`src/core/hif_pkg.sv`:
```
// shared constants and types for the gate a20 and shutdown block
package hif_pkg;

  // host commands recognised by the fast gate logic
  localparam logic [7:0]  CMD_GATE      = 8'hD1;
  localparam logic [7:0]  CMD_TRAIL     = 8'hFF;
  localparam int unsigned GATE_BIT      = 1;
  localparam logic [1:0]  CHAN1         = 2'h1;
  localparam logic        GATE_RST      = 1'b1;

  // register byte offsets
  localparam logic [11:0] OFS_CTRL0     = 12'h000;
  localparam logic [11:0] OFS_CTRL2     = 12'h004;
  localparam logic [11:0] OFS_DATA1     = 12'h008;
  localparam logic [11:0] OFS_IRQ_STS   = 12'h00C;
  localparam logic [11:0] OFS_IRQ_MSK   = 12'h010;

  // host_ctrl_reg_zero fields
  localparam int unsigned C0_FAST_GATE  = 0;
  localparam int unsigned C0_HW_SD_EN   = 1;
  localparam int unsigned C0_SOFT_SD    = 2;
  localparam int unsigned C0_SOFT_RST   = 3;
  localparam logic [3:0]  CTRL0_RST     = 4'h0;

  // host_ctrl_reg_two fields (read only)
  localparam int unsigned C2_GATE       = 0;
  localparam int unsigned C2_FULL       = 1;
  localparam int unsigned C2_SD         = 2;
  localparam int unsigned C2_HW_SD      = 3;
  localparam int unsigned C2_PD         = 4;
  localparam int unsigned C2_LRST       = 5;

  // interrupt status and mask fields
  localparam int unsigned EV_FULL       = 0;
  localparam int unsigned EV_SD         = 1;
  localparam int unsigned EV_PD_RISE    = 2;
  localparam int unsigned EV_LRST       = 3;
  localparam int unsigned EV_W          = 4;
  localparam logic [3:0]  MSK_RST       = 4'h0;

  typedef enum logic [1:0] {
    HIF_IDLE  = 2'b00,
    HIF_WAIT  = 2'b01,
    HIF_AFTER = 2'b11
  } hif_gate_state_type;

endpackage : hif_pkg

```
`src/core/hif_sync.sv`:
```
// two flip-flop synchroniser for pin inputs
`timescale 1ns/1ps
module hif_sync
  import hif_pkg::*;
#(
  parameter int W = 1
) (
  input  wire logic         clk_sys,
  input  wire logic         sys_rst,
  input  wire logic         ce,
  input  wire logic [W-1:0] async_in,
  output logic      [W-1:0] sync_out
);

  typedef struct packed {
    logic [W-1:0] s1;
    logic [W-1:0] s2;
  } hif_sync_state_type;

  hif_sync_state_type q, d;

  always_comb begin
    d = q;
    if (ce) begin
      d.s1 = async_in;
      d.s2 = q.s1;
    end
  end

  always_ff @(posedge clk_sys or posedge sys_rst) begin
    if (sys_rst) begin
      q <= '0;
    end else begin
      q <= d;
    end
  end

  assign sync_out = q.s2;

endmodule : hif_sync

```
`src/core/hif_gate.sv`:
```
// fast gate a20 command decoder for channel 1 host writes
`timescale 1ns/1ps
module hif_gate
  import hif_pkg::*;
(
  input  wire logic       clk_sys,
  input  wire logic       sys_rst,
  input  wire logic       ce,
  input  wire logic       fast_en,
  input  wire logic       link_rst,
  input  wire logic       seq_clr,
  input  wire logic       wr_stb,
  input  wire logic       wr_cmd,
  input  wire logic [7:0] wr_data,
  output logic            gate,
  output logic            set_full
);

  typedef struct packed {
    hif_gate_state_type st;
    logic               gate;
    logic               set_full;
  } hif_gate_reg_type;

  hif_gate_reg_type q, d;
  logic is_gate_cmd;
  logic is_trail_cmd;

  assign is_gate_cmd  = wr_cmd && (wr_data == CMD_GATE);
  assign is_trail_cmd = wr_cmd && (wr_data == CMD_TRAIL);

  always_comb begin
    d = q;
    if (ce) begin
      d.set_full = 1'b0;
      if (link_rst) begin
        d.st   = HIF_IDLE;
        d.gate = GATE_RST;
      end else if (!fast_en) begin
        // slow path: every write goes to firmware, pin parked high [RL1] [RL2]
        d.st       = HIF_IDLE;
        d.gate     = GATE_RST;
        d.set_full = wr_stb;
      end else if (seq_clr) begin
        // sequence is dropped in shutdown, pin level is retained
        d.st = HIF_IDLE;
      end else if (wr_stb) begin
        unique case (q.st)
          HIF_IDLE: begin
            if (is_gate_cmd) begin
              d.st = HIF_WAIT;
            end else begin
              d.set_full = 1'b1;
            end
          end
          HIF_WAIT: begin
            if (!wr_cmd) begin
              d.gate = wr_data[GATE_BIT]; // [RL5]
              d.st   = HIF_AFTER;
            end else if (is_gate_cmd) begin
              d.st = HIF_WAIT; // [RL7]
            end else begin
              d.st       = HIF_IDLE; // [RL7]
              d.set_full = 1'b1;
            end
          end
          HIF_AFTER: begin
            if (is_trail_cmd) begin
              d.st = HIF_IDLE; // [RL6]
            end else if (is_gate_cmd) begin
              d.st = HIF_WAIT;
            end else begin
              d.st       = HIF_IDLE; // [RL6]
              d.set_full = 1'b1;
            end
          end
          default: begin
            d.st = HIF_IDLE;
          end
        endcase
      end
    end
  end

  always_ff @(posedge clk_sys or posedge sys_rst) begin
    if (sys_rst) begin
      q <= '{st: HIF_IDLE, gate: GATE_RST, set_full: 1'b0};
    end else begin
      q <= d;
    end
  end

  assign gate     = q.gate;
  assign set_full = q.set_full;
endmodule : hif_gate

```
`src/core/hif_gate_a20_shutdown.sv`:
```
// gate a20 and host interface shutdown control with apb registers
`timescale 1ns/1ps

// Functional notes
// RL1 - the hardware gate a20 decoder works only while fast_gate_enable is 1.
// RL2 - while fast_gate_enable is 0 the internal gate a20 state is held at 1.
// RL3 - the gate a20 pin level is readable in host_ctrl_reg_two.
// RL4 - only channel 1 host writes reach the gate a20 decoder.
// RL5 - data following command D1 puts its bit 1 on the gate a20 pin.
// RL6 - D1, its data and a trailing FF leave the full flag clear; other commands set it.
// RL7 - a non D1 command after D1 cancels with the full flag set; another D1 restarts.
// RL8 - shutdown comes from the powerdown pin (hardware) or from soft_shutdown_bit.
// RL9 - in shutdown the host interface is held in reset and ignores all but reset and powerdown.
// RL10 - with hw_shutdown_enable set, the powerdown falling edge enters shutdown at once.
// RL11 - the powerdown rising edge does not release a software shutdown.
// RL12 - firmware must leave software standby before powerdown lifts the shutdown.
// RL13 - a powerdown rising edge clears hw_shutdown_enable.
// RL14 - entering hardware shutdown clears soft_shutdown_bit.
// RL15 - link reset clears soft_link_reset_bit, hw_shutdown_enable and soft_shutdown_bit.
// RL16 - in shutdown the link pins go high impedance while reset and powerdown stay live.
// RL17 - cmd_data_select high marks a channel 1 write as a command, low as data.
module hif_gate_a20_shutdown
  import hif_pkg::*;
(
  input  wire logic        clk_sys,
  input  wire logic        sys_rst,
  input  wire logic        ce,
  input  wire logic        psel,
  input  wire logic        penable,
  input  wire logic        pwrite,
  input  wire logic [11:0] paddr,
  input  wire logic [31:0] pwdata,
  output logic      [31:0] prdata,
  output logic             pready,
  output logic             pslverr,
  input  wire logic        lclk,
  input  wire logic        lwr_valid,
  input  wire logic [1:0]  lwr_chan,
  input  wire logic        cmd_data_select,
  input  wire logic [7:0]  lwr_data,
  input  wire logic        lrst_n,
  input  wire logic        lpcpd_n,
  output logic             gate_a20_out,
  output logic             gate_a20_oe,
  output logic             pins_hiz,
  output logic             hif_in_reset,
  output logic             irq
);

  typedef struct packed {
    logic              lclk_prev;
    logic              pd_prev;
    logic              lrst_prev;
    logic              fast_gate_enable;
    logic              hw_shutdown_enable;
    logic              soft_shutdown_bit;
    logic              soft_link_reset_bit;
    logic              full;
    logic [7:0]        data1;
    logic [EV_W-1:0]   sts;
    logic [EV_W-1:0]   msk;
    logic              pready;
    logic              pslverr;
    logic [31:0]       prdata;
    logic              gate_out;
    logic              gate_oe;
    logic              hiz;
    logic              in_rst;
    logic              irq;
  } hif_top_state_type;

  hif_top_state_type q, d;

  logic [14:0]       sync_s;
  logic              lclk_s;
  logic              valid_s;
  logic [1:0]        chan_s;
  logic              cmd_s;
  logic [7:0]        data_s;
  logic              lrst_n_s;
  logic              pd_n_s;
  logic              lrst_act;
  logic              link_rst;
  logic              hw_sd;
  logic              shutdown;
  logic              lclk_fall;
  logic              pd_fall;
  logic              pd_rise;
  logic              chan1_wr;
  logic              apb_setup;
  logic              apb_done;
  logic              wr_en;
  logic              rd_en;
  logic              mapped;
  logic              gate;
  logic              set_full;
  logic [31:0]       rd_mux;
  logic [EV_W-1:0]   ev;

  // all link pins are asynchronous to clk_sys, lclk included
  hif_sync #(.W(15)) u_sync (
    .clk_sys  (clk_sys),
    .sys_rst  (sys_rst),
    .ce       (ce),
    .async_in ({lclk, lwr_valid, lwr_chan, cmd_data_select, lwr_data, lrst_n, lpcpd_n}),
    .sync_out (sync_s)
  );

  assign {lclk_s, valid_s, chan_s, cmd_s, data_s, lrst_n_s, pd_n_s} = sync_s;

  assign lrst_act  = ~lrst_n_s;
  assign link_rst  = lrst_act | q.soft_link_reset_bit;
  assign hw_sd     = q.hw_shutdown_enable & ~pd_n_s; // [RL8] [RL10]
  assign shutdown  = hw_sd | q.soft_shutdown_bit; // [RL8]
  // host drives on the rising edge, so the falling edge sees settled data
  assign lclk_fall = q.lclk_prev & ~lclk_s;
  assign pd_fall   = q.pd_prev & ~pd_n_s;
  // the synchronisers leave reset low, so the powerdown pin seems to rise just after
  // reset; that edge lands while the link reset seen at the same time is still in
  // lrst_prev, so masking with it stops a false rise from being logged
  assign pd_rise   = ~q.pd_prev & pd_n_s & ~q.lrst_prev;
  assign chan1_wr  = lclk_fall & valid_s & (chan_s == CHAN1) & ~shutdown & ~link_rst; // [RL4] [RL9]

  hif_gate u_gate (
    .clk_sys  (clk_sys),
    .sys_rst  (sys_rst),
    .ce       (ce),
    .fast_en  (q.fast_gate_enable), // [RL1]
    .link_rst (link_rst),
    .seq_clr  (shutdown), // [RL9]
    .wr_stb   (chan1_wr),
    .wr_cmd   (cmd_s), // [RL17]
    .wr_data  (data_s),
    .gate     (gate),
    .set_full (set_full)
  );

  // apb: setup, one wait cycle, then pready; two cycles of penable per access
  assign apb_setup = psel & penable & ~q.pready;
  assign apb_done  = psel & penable & q.pready;
  assign wr_en     = apb_done & pwrite;
  assign rd_en     = apb_done & ~pwrite;
  assign mapped    = (paddr == OFS_CTRL0) || (paddr == OFS_CTRL2) || (paddr == OFS_DATA1)
                  || (paddr == OFS_IRQ_STS) || (paddr == OFS_IRQ_MSK);

  always_comb begin
    rd_mux = 32'h0000_0000;
    unique case (paddr)
      OFS_CTRL0: begin
        rd_mux[C0_FAST_GATE] = q.fast_gate_enable;
        rd_mux[C0_HW_SD_EN]  = q.hw_shutdown_enable;
        rd_mux[C0_SOFT_SD]   = q.soft_shutdown_bit;
        rd_mux[C0_SOFT_RST]  = q.soft_link_reset_bit;
      end
      OFS_CTRL2: begin
        rd_mux[C2_GATE]  = q.gate_out; // [RL3]
        rd_mux[C2_FULL]  = q.full;
        rd_mux[C2_SD]    = shutdown;
        rd_mux[C2_HW_SD] = hw_sd;
        rd_mux[C2_PD]    = pd_n_s;
        rd_mux[C2_LRST]  = lrst_act;
      end
      OFS_DATA1:   rd_mux[7:0]      = q.data1;
      OFS_IRQ_STS: rd_mux[EV_W-1:0] = q.sts;
      OFS_IRQ_MSK: rd_mux[EV_W-1:0] = q.msk;
      default:     rd_mux = 32'h0000_0000;
    endcase
  end

  always_comb begin
    ev          = '0;
    ev[EV_FULL] = set_full;
    ev[EV_SD]   = shutdown & ~q.hiz;
    ev[EV_PD_RISE] = pd_rise;
    ev[EV_LRST] = lrst_act & ~q.lrst_prev;
  end

  always_comb begin
    d = q;
    if (ce) begin
      d.lclk_prev = lclk_s;
      d.pd_prev   = pd_n_s;
      d.lrst_prev = lrst_act;
      d.pready    = apb_setup;
      d.pslverr   = apb_setup & ~mapped;
      if (apb_setup) begin
        d.prdata = pwrite ? 32'h0000_0000 : rd_mux;
      end
      if (wr_en && paddr == OFS_CTRL0) begin
        d.fast_gate_enable    = pwdata[C0_FAST_GATE];
        d.hw_shutdown_enable  = pwdata[C0_HW_SD_EN];
        d.soft_shutdown_bit   = pwdata[C0_SOFT_SD];
        d.soft_link_reset_bit = pwdata[C0_SOFT_RST];
      end
      if (wr_en && paddr == OFS_IRQ_MSK) begin
        d.msk = pwdata[EV_W-1:0];
      end
      if (chan1_wr) begin
        d.data1 = data_s;
      end
      // hardware set beats the read clear
      if (rd_en && paddr == OFS_DATA1) begin
        d.full = 1'b0;
      end
      if (set_full) begin
        d.full = 1'b1; // [RL6]
      end
      // clear first, then or in the events, so an event in the read cycle is kept
      if (rd_en && paddr == OFS_IRQ_STS) begin
        d.sts = '0;
      end
      d.sts = d.sts | ev;
      if (pd_rise) begin
        // only the hardware enable drops here; a software shutdown stays
        d.hw_shutdown_enable = 1'b0; // [RL11] [RL13]
      end
      if (hw_sd) begin
        d.soft_shutdown_bit = 1'b0; // [RL14]
      end
      // soft link reset outranks shutdown, so it clears both shutdown bits
      if (q.soft_link_reset_bit) begin
        d.hw_shutdown_enable = 1'b0;
        d.soft_shutdown_bit  = 1'b0;
        d.full               = 1'b0;
      end
      if (lrst_act) begin
        d.soft_link_reset_bit = 1'b0; // [RL15]
        d.hw_shutdown_enable  = 1'b0; // [RL15]
        d.soft_shutdown_bit   = 1'b0; // [RL15]
        d.full                = 1'b0;
      end
      d.hiz      = shutdown; // [RL16]
      d.in_rst   = shutdown | link_rst; // [RL9]
      d.gate_out = gate;
      d.gate_oe  = d.fast_gate_enable & ~shutdown; // [RL16]
      d.irq      = |(d.sts & d.msk);
    end
  end

  always_ff @(posedge clk_sys or posedge sys_rst) begin
    if (sys_rst) begin
      q                     <= '0;
      q.fast_gate_enable    <= CTRL0_RST[C0_FAST_GATE];
      q.hw_shutdown_enable  <= CTRL0_RST[C0_HW_SD_EN];
      q.soft_shutdown_bit   <= CTRL0_RST[C0_SOFT_SD];
      q.soft_link_reset_bit <= CTRL0_RST[C0_SOFT_RST];
      q.msk                 <= MSK_RST;
      q.gate_out            <= GATE_RST;
      q.in_rst              <= 1'b1;
    end else begin
      q <= d;
    end
  end

  assign prdata       = q.prdata;
  assign pready       = q.pready;
  assign pslverr      = q.pslverr;
  assign gate_a20_out = q.gate_out;
  assign gate_a20_oe  = q.gate_oe;
  assign pins_hiz     = q.hiz;
  assign hif_in_reset = q.in_rst;
  assign irq          = q.irq;
endmodule : hif_gate_a20_shutdown

```
`config.mk`:
```
export PLATFORM = sky130hd
export DESIGN_NAME = hif_gate_a20_shutdown
export DESIGN_NICKNAME = d
export VERILOG_FILES = /design/src/core/hif_pkg.sv /design/src/core/hif_sync.sv /design/src/core/hif_gate.sv /design/src/core/hif_gate_a20_shutdown.sv
export SDC_FILE = /design/constraint.sdc
export NUM_CORES = 1
export LEC_CHECK = 0
export BUFFER_PORTS_ARGS = -buffer_cell sky130_fd_sc_hd__buf_2
export CAP_MARGIN = 40
export CORE_MARGIN = 1
export CORE_UTILIZATION = 25
export DETAILED_ROUTE_END_ITERATION = 7
export HOLD_SLACK_MARGIN = 0.12
export PLACE_DENSITY_LB_ADDON = 0.25
export SLEW_MARGIN = 15
export SYNTH_ARGS = -nofsm -noshare
export SYNTH_HDL_FRONTEND = slang
export SYNTH_HIERARCHICAL = 1
export SYNTH_SLANG_ARGS = --single-unit
```
`constraint.sdc`:
```
create_clock -name clk_sys -period 2.3 [get_ports clk_sys]
set_input_delay 0.345 -clock clk_sys [delete_from_list [all_inputs] [get_ports clk_sys]]
set_output_delay 0.345 -clock clk_sys [all_outputs]
set_load 0.01 [all_outputs]
```
==> impl_results.md <==
* Core area at 0.0151 mm²
* VDD IR max at 0.376 mV
* Rows at 45
* Starting Density at 0.256
* Worst R2R Path Depth at 9
* Hold Buf Count CTS at 1
* Root Driver: clkbuf_16
* Most common cell after layout, fill and taps aside: dfrtp_1
* PnR worst setup slack at 319 ps
* Hold_ws at 233 ps
* H-Tree Depth at 3
* Worst reg2reg path endpoint: u_gate/set_full
* Dpl ws at 10.8 ps
* Setup TNS at 0 ps
* CTS tree: yes
* Longest Clk Path Bufs at 2
* Syn-to-layout area delta at 15.0%
* Max Slew Vio Count at 0
* Clk sink count at 73
* First-pass GRT wire length at 13300 µm
* # IOs at 104
* Post-DP HPWL at 6140 µm
* Die X at 127 µm
* Gr usage total at 0.109
* Tmin final at 1980 ps
* Cell Pwr Density at 765 mW/mm²
* Final net count at 434
* Antenna violations before repair at 0
* Residual DRC count at 0
* Final GP Congestion at 0.768
* Clock Skew at 4.37 ps
* Seq/Total Area, Yosys at 0.472
* Drt wl/cell at 14.4 µm
* Post-Syn Instances at 325
* Clk_lat worst skew at 330 ps
* Pwr Total at 3.41 mW
* Initial DRC Count at 97
* Worst hold path type: input pin to flip-flop
* Top_reg_cell synth: dfrtp_1
* Library cells used by synthesis at 54
* Setup Buffers After CTS at 0
* Max Clk Rate at 505 MHz
* Post-CTS resize count at 0
* EDFF count, synth at 0
* Via count at 2477
* Worst-margin pin slew at 536 ps
* Startpoint Class: flip-flop
* Number of diodes at 0
* Largest net degree at the start of global routing at 40
* Crit Path Max Fanout at 5
* Most frequent cells in the layout: dfrtp_1 (70), buf_2 (51), mux2_4 (30)
* Max cap viols at 0
* Initial DRT Pass Iterations at 4
* Filler Cell Count at 1584
* Final Hold Viols at 0
* Critical Path End Type: flip-flop
* Die area at 0.0160 mm²
* FF-to-FF setup slack at 320 ps
* Vias in the first global route at 2470
* DRT antenna net count at 0
* Endpoints failing setup at 0
* RSZ-0062 raised after global routing: false
* Synthesized area per cell at 11.9 µm²
* Clock slew at reported path FFs at 60 ps
* Grt ovf at 0
* Fin crit share at 0.861
* Hold path depth at 2
* Status: complete, no violations
* FF+latch count, synth at 73
* CTS Buf Count at 9
* Asr flop ratio synth at 1.00
* Syn Std Cell Area at 0.00388 mm²
* Via-to-Cell Ratio at 4.41
* Worst Path Required at 2570 ps
* FF-to-FF Start: q[58]
* Share of cells above drive strength 1 at 0.404
* Worst hold start: lclk
* Worst path arrival time at 2260 ps
* Rel. slew slack at 0.643
* YS warnings at 6
* Crit path kind: flip-flop to flip-flop
* Pleak at 2.10 nW
* Port Buffers at 51
* Routed WL at 8110 µm
* DIE HEIGHT at 127 µm
* Hold EP: u_sync/q[29]
## power breakdown
group / switching [mW] / internal (mW)
combinational: 0.205 / 0.248
clock: 0.544 / 0.877
sequential: 0.108 / 1.43
total: 0.856 / 2.55
## cell type report
| type | instances | area [µm²] | area share |
|---|---|---|---|
| Clock buffer | 11 | 243 | 0.0544 |
| Clock inverter | 5 | 63.8 | 0.0143 |
| Inverter | 14 | 52.6 | 0.0118 |
| Multi-Input combinational cell | 200 | 1630 | 0.365 |
| Sequential cell | 73 | 1830 | 0.410 |
| Tap cell | 188 | 235 | 0.0527 |
| Timing Repair Buffer | 71 | 408 | 0.0914 |
## per-stage QoR
stage                     utilization  cell area (µm²)  instances
after floorplan                     -             3970        348
after global placement          0.274             4140        545
after detailed placement        0.274             4140        545
after CTS                       0.295             4460        562
after global routing            0.295             4460        562
final                           0.295             4460        562
## Yosys cell counts (2+ instances only)
cell type | n | area share
dfrtp_1 | 70 | 0.45
buf_4 | 48 | 0.093
mux2_4 | 30 | 0.12
mux2_2 | 19 | 0.055
nand2_1 | 17 | 0.016
inv_1 | 14 | 0.014
nor2_1 | 12 | 0.012
a21oi_1 | 7 | 0.0090
mux2i_1 | 7 | 0.018
nand3_1 | 7 | 0.0090
o21ai_0 | 6 | 0.0077
o31ai_1 | 6 | 0.012
clkbuf_1 | 5 | 0.0048
a211oi_1 | 4 | 0.0077
and3_1 | 4 | 0.0065
nor3b_1 | 4 | 0.0077
a22o_1 | 3 | 0.0068
a22oi_1 | 3 | 0.0058
a32o_1 | 3 | 0.0077
buf_6 | 3 | 0.0087
dfstp_2 | 3 | 0.020
nor2b_1 | 3 | 0.0048
o21a_1 | 3 | 0.0058
o21ai_1 | 3 | 0.0039
o22ai_1 | 3 | 0.0048
a21o_1 | 2 | 0.0039
a222oi_1 | 2 | 0.0052
and2_1 | 2 | 0.0032
and4_2 | 2 | 0.0052
buf_2 | 2 | 0.0026
clkbuf_8 | 2 | 0.0071
nor3_1 | 2 | 0.0026
o41ai_1 | 2 | 0.0045
or4_4 | 2 | 0.0058
## registers in the layout, summed over array words and instances, names as in the netlist
signal           flops
gate_a20_oe          1
gate_a20_out         1
hif_in_reset         1
irq                  1
pins_hiz             1
prdata               8
pready               1
pslverr              1
q                   24
u_gate/gate          1
u_gate/q             2
u_gate/set_full      1
u_sync/q            15
u_sync/sync_out     15
## worst max-delay path, stage by stage (launching register included)
cell and delay [ps]:
dfrtp_1 400, nor2b_1 150, nor2_1 170, inv_1 110
nor3_1 270, buf_4 190, nand2_1 80, a2111oi_2 360
o21ai_1 120, nand2_1 80
## cells by family after synthesis
family | count (synthesis) | synth area share
buf+inv | 75 | 0.131
flops | 73 | 0.472
simple gates | 65 | 0.0987
mux | 57 | 0.195
other cells | 1 | 0.000967
compound gates | 54 | 0.103
## worst max-delay path by stage
stage                           end  slack (ps)     start  depth (start not counted)
finish              u_gate/set_full         320     q[58]                          9
global route        u_gate/set_full         140     q[58]                          9
CTS                 u_gate/set_full         280     q[58]                          9
detailed placement              irq          10  paddr[9]                          7
global placement                irq          20  paddr[9]                          7
floorplan                       irq         210  paddr[9]                          8
## layer usage
metal,track usage,up-vias,wire length [µm]
met4,0.0411,0,128
met5,0,-,0
met1,0.146,1210,3990
li1,-,1177,-
met2,0.167,80,3600
met3,0.0316,10,389
Note: power is estimated with default switching activity, not from simulation.
